==> config.mk <==
export PLATFORM = sky130hd
export DESIGN_NAME = cmb_store
export DESIGN_NICKNAME = d
export VERILOG_FILES = /design/src/hw/cmb_pkg.sv /design/src/hw/cmb_store.sv
export SDC_FILE = /design/constraint.sdc
export NUM_CORES = 1
export LEC_CHECK = 0
export BUFFER_PORTS_ARGS = -buffer_cell sky130_fd_sc_hd__buf_4
export CORE_ASPECT_RATIO = 0.6
export CORE_UTILIZATION = 59
export CTS_CLUSTER_SIZE = 30
export DETAILED_ROUTE_END_ITERATION = 8
export PLACE_DENSITY = 0.76
export SYNTH_ARGS = -nofsm -noshare
export SYNTH_HDL_FRONTEND = slang
export SYNTH_HIERARCHICAL = 1
export SYNTH_SLANG_ARGS = --single-unit
==> constraint.sdc <==
create_clock -name ref_clk -period 5 [get_ports ref_clk]
set_input_delay 1 -clock ref_clk [delete_from_list [all_inputs] [get_ports ref_clk]]
set_output_delay 1 -clock ref_clk [all_outputs]
set_load 0.01 [all_outputs]
==> src/hw/cmb_pkg.sv <==
// Constants and types shared by the CAN message buffer store
// How it works
// - Decode 128-byte window; control 0-8, error counters 14-15, filter 16-23.
// - Buffers at 0x40 receive, 0x50, 0x60, 0x70 transmit 0 to 2.
// - All buffers share one 16-byte outline holding a 13-byte message.
// - Bytes 0-3 identifier, 4-11 data, 12 length, 13 transmit priority.
// - Message contents are not reset and stay undefined after reset.
// - Receive buffer is read-only to the processor; transmit buffers read/write.
// - Identifiers are 11 or 29 bits; smaller value wins, MSB first.
// - Extended layout spreads ID28..ID0, substitute bit, format and remote flags.
// - Standard layout uses bytes 0 and 1 only; format flag zero.
// - Software sets substitute bit; receive stores it exactly as on the bus.
// - Format flag stored on receive; on transmit selects 29 or 11 bits.
// - Remote flag stored on receive; on transmit picks remote or data frame.
// - Length code in bits 3:0; codes 0 to 8 give byte count.
// - Remote transmit sends the programmed length code but no data bytes.
// - Eight data bytes per buffer; only the coded count is sent or filled.
// - Each transmit buffer has 8-bit local priority; smaller value wins.
// - Just before start of frame, every non-empty transmit buffer competes.
// - The candidate with the smallest priority value is chosen.
// - Equal smallest priorities resolve to the lowest buffer index.
package cmb_pkg;

    // ****************************************************************
    // Address map
    // ****************************************************************
    localparam int            ADDR_W       = 7;
    localparam logic [6:0]    CTRL_LAST    = 7'h08;
    localparam logic [6:0]    ERR_FIRST    = 7'h0E;
    localparam logic [6:0]    ERR_LAST     = 7'h0F;
    localparam logic [6:0]    FILT_FIRST   = 7'h10;
    localparam logic [6:0]    FILT_LAST    = 7'h17;
    localparam logic [6:0]    BUF_FIRST    = 7'h40;
    localparam int            NUM_BUF      = 4;
    localparam int            NUM_TX       = 3;
    localparam logic [1:0]    RX_BUF       = 2'h0;

    // ****************************************************************
    // Buffer outline
    // ****************************************************************
    localparam int            BUF_BYTES    = 14;
    localparam logic [3:0]    OFS_ID3      = 4'h3;
    localparam logic [3:0]    OFS_DATA0    = 4'h4;
    localparam logic [3:0]    OFS_LEN      = 4'hC;
    localparam logic [3:0]    OFS_PRIO     = 4'hD;
    localparam logic [3:0]    MAX_COUNT    = 4'h8;
    localparam logic [7:0]    LEN_MASK     = 8'h0F;
    localparam int            BIT_FMT      = 3;
    localparam int            BIT_RTR_STD  = 4;
    localparam int            BIT_RTR_EXT  = 0;
    localparam logic [3:0]    SEQ_LEN_STEP = 4'h4;
    localparam logic [3:0]    SEQ_DATA0    = 4'h5;

    // ****************************************************************
    // Types
    // ****************************************************************
    typedef enum logic [1:0] {
        TX_IDLE = 2'b00,
        TX_SEND = 2'b01
    } cmb_tx_state_t;

    typedef enum logic [2:0] {
        RGN_CTRL, RGN_ERR, RGN_FILT, RGN_BUF, RGN_RSV
    } cmb_region_t;

endpackage : cmb_pkg

==> src/hw/cmb_store.sv <==
// Message buffer store with transmit selection and outgoing byte FIFO

// ********************************************************************
// Small FIFO between the buffer sequencer and the protocol engine
// ********************************************************************
module cmb_fifo #(
    parameter int WIDTH = 9,
    parameter int DEPTH = 4
) (
    input  wire logic             ref_clk,
    input  wire logic             sys_rst,
    input  wire logic             in_valid,
    output logic                  in_ready,
    input  wire logic [WIDTH-1:0] in_data,
    output logic                  out_valid,
    input  wire logic             out_ready,
    output logic      [WIDTH-1:0] out_data
);
    localparam int PW = $clog2(DEPTH);

    typedef struct packed {
        logic [DEPTH-1:0][WIDTH-1:0] mem;
        logic [PW-1:0]               wptr;
        logic [PW-1:0]               rptr;
        logic [PW:0]                 count;
    } cmb_fifo_st_t;

    cmb_fifo_st_t s;
    cmb_fifo_st_t next_s;
    logic         push;
    logic         pop;

    // Honest full and empty from the fill count
    assign in_ready  = (s.count != (PW+1)'(DEPTH));
    assign out_valid = (s.count != '0);
    assign out_data  = s.mem[s.rptr];
    assign push      = in_valid && in_ready;
    assign pop       = out_valid && out_ready;

    // Pointer and count update
    always_comb
    begin
        next_s = s;
        if (push)
        begin
            next_s.mem[s.wptr] = in_data;
            next_s.wptr = (s.wptr == PW'(DEPTH-1)) ? '0 : s.wptr + 1'b1;
        end
        if (pop)
            next_s.rptr = (s.rptr == PW'(DEPTH-1)) ? '0 : s.rptr + 1'b1;
        next_s.count = s.count + (PW+1)'(push) - (PW+1)'(pop);
        if (sys_rst)
        begin
            next_s.wptr  = '0;
            next_s.rptr  = '0;
            next_s.count = '0;
        end
    end

    // State register
    always_ff @(posedge ref_clk)
    begin
        s <= next_s;
    end
endmodule : cmb_fifo

// ********************************************************************
// Buffer store top
// ********************************************************************
module cmb_store (
    input  wire logic                       ref_clk,
    input  wire logic                       sys_rst,
    input  wire logic                       cpu_sel,
    input  wire logic                       cpu_wr,
    input  wire logic [cmb_pkg::ADDR_W-1:0] cpu_addr,
    input  wire logic [7:0]                 cpu_wdata,
    output logic      [7:0]                 cpu_rdata,
    output logic                            ext_sel,
    input  wire logic [7:0]                 ext_rdata,
    input  wire logic [cmb_pkg::NUM_TX-1:0] tx_buffer_empty_flag,
    input  wire logic                       sof_req,
    output logic                            pick_valid,
    output logic                            pick_hit,
    output logic      [1:0]                 pick_buf,
    output logic                            tx_valid,
    input  wire logic                       tx_ready,
    output logic      [7:0]                 tx_byte,
    output logic                            tx_last,
    input  wire logic                       rx_valid,
    output logic                            rx_ready,
    input  wire logic                       rx_sof,
    input  wire logic [7:0]                 rx_byte
);
    import cmb_pkg::*;

    typedef struct packed {
        logic [NUM_BUF-1:0][BUF_BYTES-1:0][7:0] mem;
        logic [7:0]                             rdata;
        cmb_tx_state_t                          tx_st;
        logic [1:0]                             tx_buf;
        logic [3:0]                             tx_pos;
        logic [3:0]                             tx_len;
        logic                                   pick_valid;
        logic                                   pick_hit;
        logic [3:0]                             rx_pos;
        logic [3:0]                             rx_len;
    } cmb_st_t;

    cmb_st_t     s;
    cmb_st_t     next_s;
    cmb_region_t rgn;
    logic [1:0]  cpu_buf;
    logic [3:0]  cpu_ofs;
    logic        f_in_valid;
    logic        f_in_ready;
    logic [8:0]  f_in_data;
    logic [3:0]  tx_ofs;
    logic [1:0]  win_buf;
    logic        win_hit;

    // ****************************************************************
    // Functions
    // ****************************************************************
    // Region of the 128-byte window
    function automatic cmb_region_t region(input logic [6:0] a);
        if (a <= CTRL_LAST)
            return RGN_CTRL;
        else if (a >= ERR_FIRST && a <= ERR_LAST)
            return RGN_ERR;
        else if (a >= FILT_FIRST && a <= FILT_LAST)
            return RGN_FILT;
        else if (a >= BUF_FIRST)
            return RGN_BUF;
        else
            return RGN_RSV;
    endfunction : region

    // Remote flag sits in byte 3 for extended, byte 1 for standard
    function automatic logic is_remote(input logic [7:0] id1,
                                       input logic [7:0] id3);
        return id1[BIT_FMT] ? id3[BIT_RTR_EXT] : id1[BIT_RTR_STD];
    endfunction : is_remote

    // Byte count from length code; remote frames carry none
    function automatic logic [3:0] byte_count(input logic [7:0] len,
                                              input logic       rtr);
        if (rtr)
            return 4'h0;
        else if (len[3:0] > MAX_COUNT)
            return MAX_COUNT;
        else
            return len[3:0];
    endfunction : byte_count

    // Buffer byte offset for a sequence step: ids, length, data
    function automatic logic [3:0] step_ofs(input logic [3:0] k);
        if (k <= OFS_ID3)
            return k;
        else if (k == SEQ_LEN_STEP)
            return OFS_LEN;
        else
            return k - 4'h1;
    endfunction : step_ofs

    // ****************************************************************
    // Address decode and transmit selection
    // ****************************************************************
    assign rgn     = region(cpu_addr);
    assign cpu_buf = cpu_addr[5:4];
    assign cpu_ofs = cpu_addr[3:0];
    assign ext_sel = cpu_sel && (rgn == RGN_CTRL || rgn == RGN_ERR
                                 || rgn == RGN_FILT);

    // Smallest priority among non-empty buffers, lower index on ties
    always_comb
    begin
        win_hit = 1'b0;
        win_buf = 2'h0;
        for (int i = 0; i < NUM_TX; i++)
        begin
            if (!tx_buffer_empty_flag[i])
            begin
                if (!win_hit || s.mem[i+1][OFS_PRIO] <
                                s.mem[win_buf+2'h1][OFS_PRIO])
                begin
                    win_hit = 1'b1;
                    win_buf = 2'(i);
                end
            end
        end
    end

    // ****************************************************************
    // Next state
    // ****************************************************************
    assign tx_ofs     = step_ofs(s.tx_pos);
    assign f_in_valid = (s.tx_st == TX_SEND);
    assign f_in_data  = {s.tx_pos == SEQ_LEN_STEP + s.tx_len,
                         s.mem[s.tx_buf + 2'h1][tx_ofs]};
    assign rx_ready   = 1'b1;

    always_comb
    begin
        next_s = s;
        next_s.pick_valid = 1'b0;
        // Processor read port, one cycle latency
        next_s.rdata = 8'h00;
        if (cpu_sel && !cpu_wr)
        begin
            if (rgn == RGN_BUF)
            begin
                if (cpu_ofs < OFS_PRIO
                    || (cpu_ofs == OFS_PRIO && cpu_buf != RX_BUF))
                    next_s.rdata = s.mem[cpu_buf][cpu_ofs];
            end
            else if (rgn != RGN_RSV)
                next_s.rdata = ext_rdata;
        end
        // Processor writes reach transmit buffers only
        if (cpu_sel && cpu_wr && rgn == RGN_BUF && cpu_buf != RX_BUF
            && cpu_ofs <= OFS_PRIO)
        begin
            if (cpu_ofs == OFS_LEN)
                next_s.mem[cpu_buf][cpu_ofs] = cpu_wdata & LEN_MASK;
            else
                next_s.mem[cpu_buf][cpu_ofs] = cpu_wdata;
        end
        // Receive fill from the protocol engine
        if (rx_valid)
        begin
            if (rx_sof)
                next_s.rx_pos = 4'h0;
            if (rx_sof || s.rx_pos <= SEQ_LEN_STEP)
            begin
                next_s.mem[RX_BUF][step_ofs(rx_sof ? 4'h0 : s.rx_pos)] =
                    (!rx_sof && s.rx_pos == SEQ_LEN_STEP)
                    ? (rx_byte & LEN_MASK) : rx_byte;
                if (!rx_sof && s.rx_pos == SEQ_LEN_STEP)
                    next_s.rx_len = byte_count(rx_byte,
                        is_remote(s.mem[RX_BUF][1], s.mem[RX_BUF][OFS_ID3]));
            end
            else if (s.rx_pos - SEQ_DATA0 < s.rx_len)
                next_s.mem[RX_BUF][step_ofs(s.rx_pos)] = rx_byte;
            if (rx_sof)
                next_s.rx_pos = 4'h1;
            else if (s.rx_pos != 4'hF)
                next_s.rx_pos = s.rx_pos + 4'h1;
        end
        // Transmit sequencer
        case (s.tx_st)
            TX_IDLE:
            begin
                if (sof_req)
                begin
                    next_s.pick_valid = 1'b1;
                    next_s.pick_hit   = win_hit;
                    next_s.tx_buf     = win_buf;
                    next_s.tx_pos     = 4'h0;
                    next_s.tx_len     = byte_count(
                        s.mem[win_buf + 2'h1][OFS_LEN],
                        is_remote(s.mem[win_buf + 2'h1][1],
                                  s.mem[win_buf + 2'h1][OFS_ID3]));
                    if (win_hit)
                        next_s.tx_st = TX_SEND;
                end
            end
            TX_SEND:
            begin
                if (f_in_ready)
                begin
                    next_s.tx_pos = s.tx_pos + 4'h1;
                    if (f_in_data[8])
                        next_s.tx_st = TX_IDLE;
                end
            end
            default:
                next_s.tx_st = TX_IDLE;
        endcase
        // Control state reset; message bytes are left undefined
        if (sys_rst)
        begin
            next_s.rdata      = 8'h00;
            next_s.tx_st      = TX_IDLE;
            next_s.tx_buf     = 2'h0;
            next_s.tx_pos     = 4'h0;
            next_s.tx_len     = 4'h0;
            next_s.pick_valid = 1'b0;
            next_s.pick_hit   = 1'b0;
            next_s.rx_pos     = 4'hF;
            next_s.rx_len     = 4'h0;
        end
    end

    // State register
    always_ff @(posedge ref_clk)
    begin
        s <= next_s;
    end

    assign cpu_rdata  = s.rdata;
    assign pick_valid = s.pick_valid;
    assign pick_hit   = s.pick_hit;
    assign pick_buf   = s.tx_buf;

    // Outgoing byte stream; last flag marks the final byte
    cmb_fifo #(.WIDTH(9), .DEPTH(4)) u_fifo (
        .ref_clk   (ref_clk),
        .sys_rst   (sys_rst),
        .in_valid  (f_in_valid),
        .in_ready  (f_in_ready),
        .in_data   (f_in_data),
        .out_valid (tx_valid),
        .out_ready (tx_ready),
        .out_data  ({tx_last, tx_byte})
    );
endmodule : cmb_store

==> impl_metrics.tcl <==
set metrics [dict create \
    final.setup.tns_ns 0 \
    synth_area_sq_mm 0.0264 \
    dieHeight_um 166 \
    worstHoldStart "s[2]$_SDFFE_PP0P_" \
    die_w_um 275 \
    maxSlewHeadroom 0.249 \
    fin_ws_ns 0.578 \
    track_usage 0.387 \
    core_sq_mm 0.0438 \
    port_buffers 64 \
    place_inst 2488 \
    place_ws_ns 0.620 \
    cts_hold_buf 0 \
    overflow 0 \
    tightest_slew_ns 1.13 \
    start_kind "register" \
    vias 18700 \
    rr_startpoint "s[251]$_DFFE_PP_" \
    min_path_type "reg -> reg" \
    grt_pass1_wl_mm 126 \
    grt_pass1_vias 18000 \
    grt_max_degree 60 \
    netlist_instances 1919 \
    finalCoreUtilization 0.665 \
    fp.dieArea_sq_mm 0.0457 \
    cts_tree "done" \
    synth_edf_count 372 \
    fin_crit_ns 4.42 \
    syn_to_final_growth_pct 10.2 \
    wl_per_cell_um 33.7 \
    avgViaCountPerCell 7.25 \
    outcome "finished, violations left" \
    max-cap-violations 0 \
    postSynth.asyncResetShare 0 \
    vdd_drop_max_mv 0.342 \
    wl_mm 86.9 \
    gp_congestion 1.05 \
    post-route-period-util 0.884 \
    ys_seq_area_frac 0.535 \
    required_ns 5.49 \
    hpwl_mm 60.5 \
    postSynthAreaPerCell_sq_um 13.8 \
    final_cell_mix "edfxtp_1, nor2_1, mux4_2, dfxtp_1, nand2_1" \
    synth_cell_type_count 78 \
    yosys_warnings 6 \
    nets 2030 \
    setup_viol 0 \
    post-cts-setup-buffers 0 \
    htreeDepth 2 \
    crit_start "s[251]$_DFFE_PP_" \
    clock-sinks 520 \
    cp_data_arrival_time_ns 4.91 \
    slew_violations 0 \
    leakagePower_uw 0.00947 \
    hold_viol_final 0 \
    synth_seq_cells 520 \
    final_common_cell "edfxtp_1" \
    ios 66 \
    drt_first_iter_violations 3332 \
    rsz0062_at_grt "no" \
    cts_buffer_depth 3 \
    synth_flop_cell "edfxtp_1" \
    drive_gt1_frac 0.257 \
    antenna_found_initial 3 \
    ant_nets 0 \
    cts_root_buf "clkbuf_16" \
    fmax_mhz 226 \
    final_cell_count_no_fill 2579 \
    critPathMaxFanout 13 \
    worst-setup-path-type "reg -> reg" \
    clk_latency_ns 0.59 \
    powerDensity_mw_per_mm2 351 \
    crit_path_end_kind "register" \
    std_cell_rows 59 \
    cts_buffers 48 \
    n_fill_cell 3064 \
    clk_pin_slew_worst_paths_ns 0.07 \
    violations "design-rule violations" \
    firstDrtPassIters 9 \
    start_util 0.603 \
    drc 3 \
    cts_resized 0 \
    skew_ns 0.0315 \
]
## Yosys cell counts (all sizes together), types with 18 or more instances
library cell,number,area (sq um)
nand2,132,498
a21oi,32,168
nor3,23,120
edfxtp,372,11200
a22o,18,158
and2,22,138
buf,78,455
dfxtp,148,2960
a211oi,35,263
a22oi,26,195
mux4,229,5160
clkbuf,74,278
inv,36,135
nand3,33,165
nor2,258,968
mux2,90,1010
o21ai,64,324
ha,28,350
mux2i,69,691
## power by group
group,switching [uW],internal [uW]
Sequential,229,4810
Clock,1690,2070
Combinational,793,619
Total,2710,7500
## path summary, 6_finish.rpt
path / endpoint / slack [ns] / depth (start not counted)
worst min-delay path: s[2]$_SDFFE_PP0P_ / 0.46 / 2
worst min register to register: s[2]$_SDFFE_PP0P_ / 0.46 / 2
worst max-delay path: s[10]$_SDFFE_PP0P_ / 0.58 / 15
worst max register to register: s[10]$_SDFFE_PP0P_ / 0.58 / 15
## flip-flops by register name, indices dropped and copies added (netlist names)
signal	flops
s	465
u_fifo/s	43
cpu_rdata	8
pick_buf	2
pick_hit	1
pick_valid	1
## critical path, cell delays in order (launching register included)
cell and delay [ns]:
edfxtp_1 0.41, inv_1 0.07, ha_1 0.32, a211o_1 0.29, a211oi_1 0.45, o32ai_2 0.17
buf_4 0.25, mux2i_1 0.16, ha_1 0.31, o21ai_1 0.10, a2111oi_2 0.51, a21oi_1 0.26
a22o_1 0.27, a32oi_4 0.38, o2111ai_2 0.20, o21ai_1 0.18
## stage by stage
| step | total power [uW] | hold WS, ns | cell area, sq um |
|---|---|---|---|
| after CTS | 10200 | 0.459 | 29100 |
| after floorplan | 5930 | 0.432 | 26500 |
| after detailed placement | 6480 | 0.452 | 27500 |
| after global placement | 6430 | 0.446 | 27500 |
| after global routing | 10500 | 0.485 | 29100 |
| final | 10200 | 0.461 | 29100 |
## layout make-up
| cell class | instances | area (sq um) | area share |
|---|---|---|---|
| Tap cell | 579 | 724 | 0.0249 |
| Sequential cell | 520 | 14100 | 0.486 |
| Timing Repair Buffer | 131 | 1040 | 0.0358 |
| Clock buffer | 60 | 1270 | 0.0436 |
| Inverter | 36 | 135 | 0.00464 |
| Clock inverter | 30 | 292 | 0.0100 |
| Multi-Input combinational cell | 1222 | 11500 | 0.395 |
| Antenna cell | 1 | 2.50 | 0.0000860 |
## cell families after synthesis
kind of cell,after synthesis,share of synthesized area
adders and majority gates,29,0.0140
and+or+nand+nor,535,0.0886
muxes,388,0.260
DFF,520,0.535
other,2,0.000284
AOI/OAI and AO/OA,244,0.0652
xor gates and xnor gates,13,0.00431
buffers and inverters,188,0.0329
## layer usage
metal,track usage,part of all wire,vias to the layer above
met4,0.116,0.032,2
met2,0.515,0.40,1557
li1,-,-,7527
met3,0.174,0.18,205
met1,0.570,0.39,9412
met5,0,0.00015,-
Note: power is estimated with default switching activity, not from simulation.
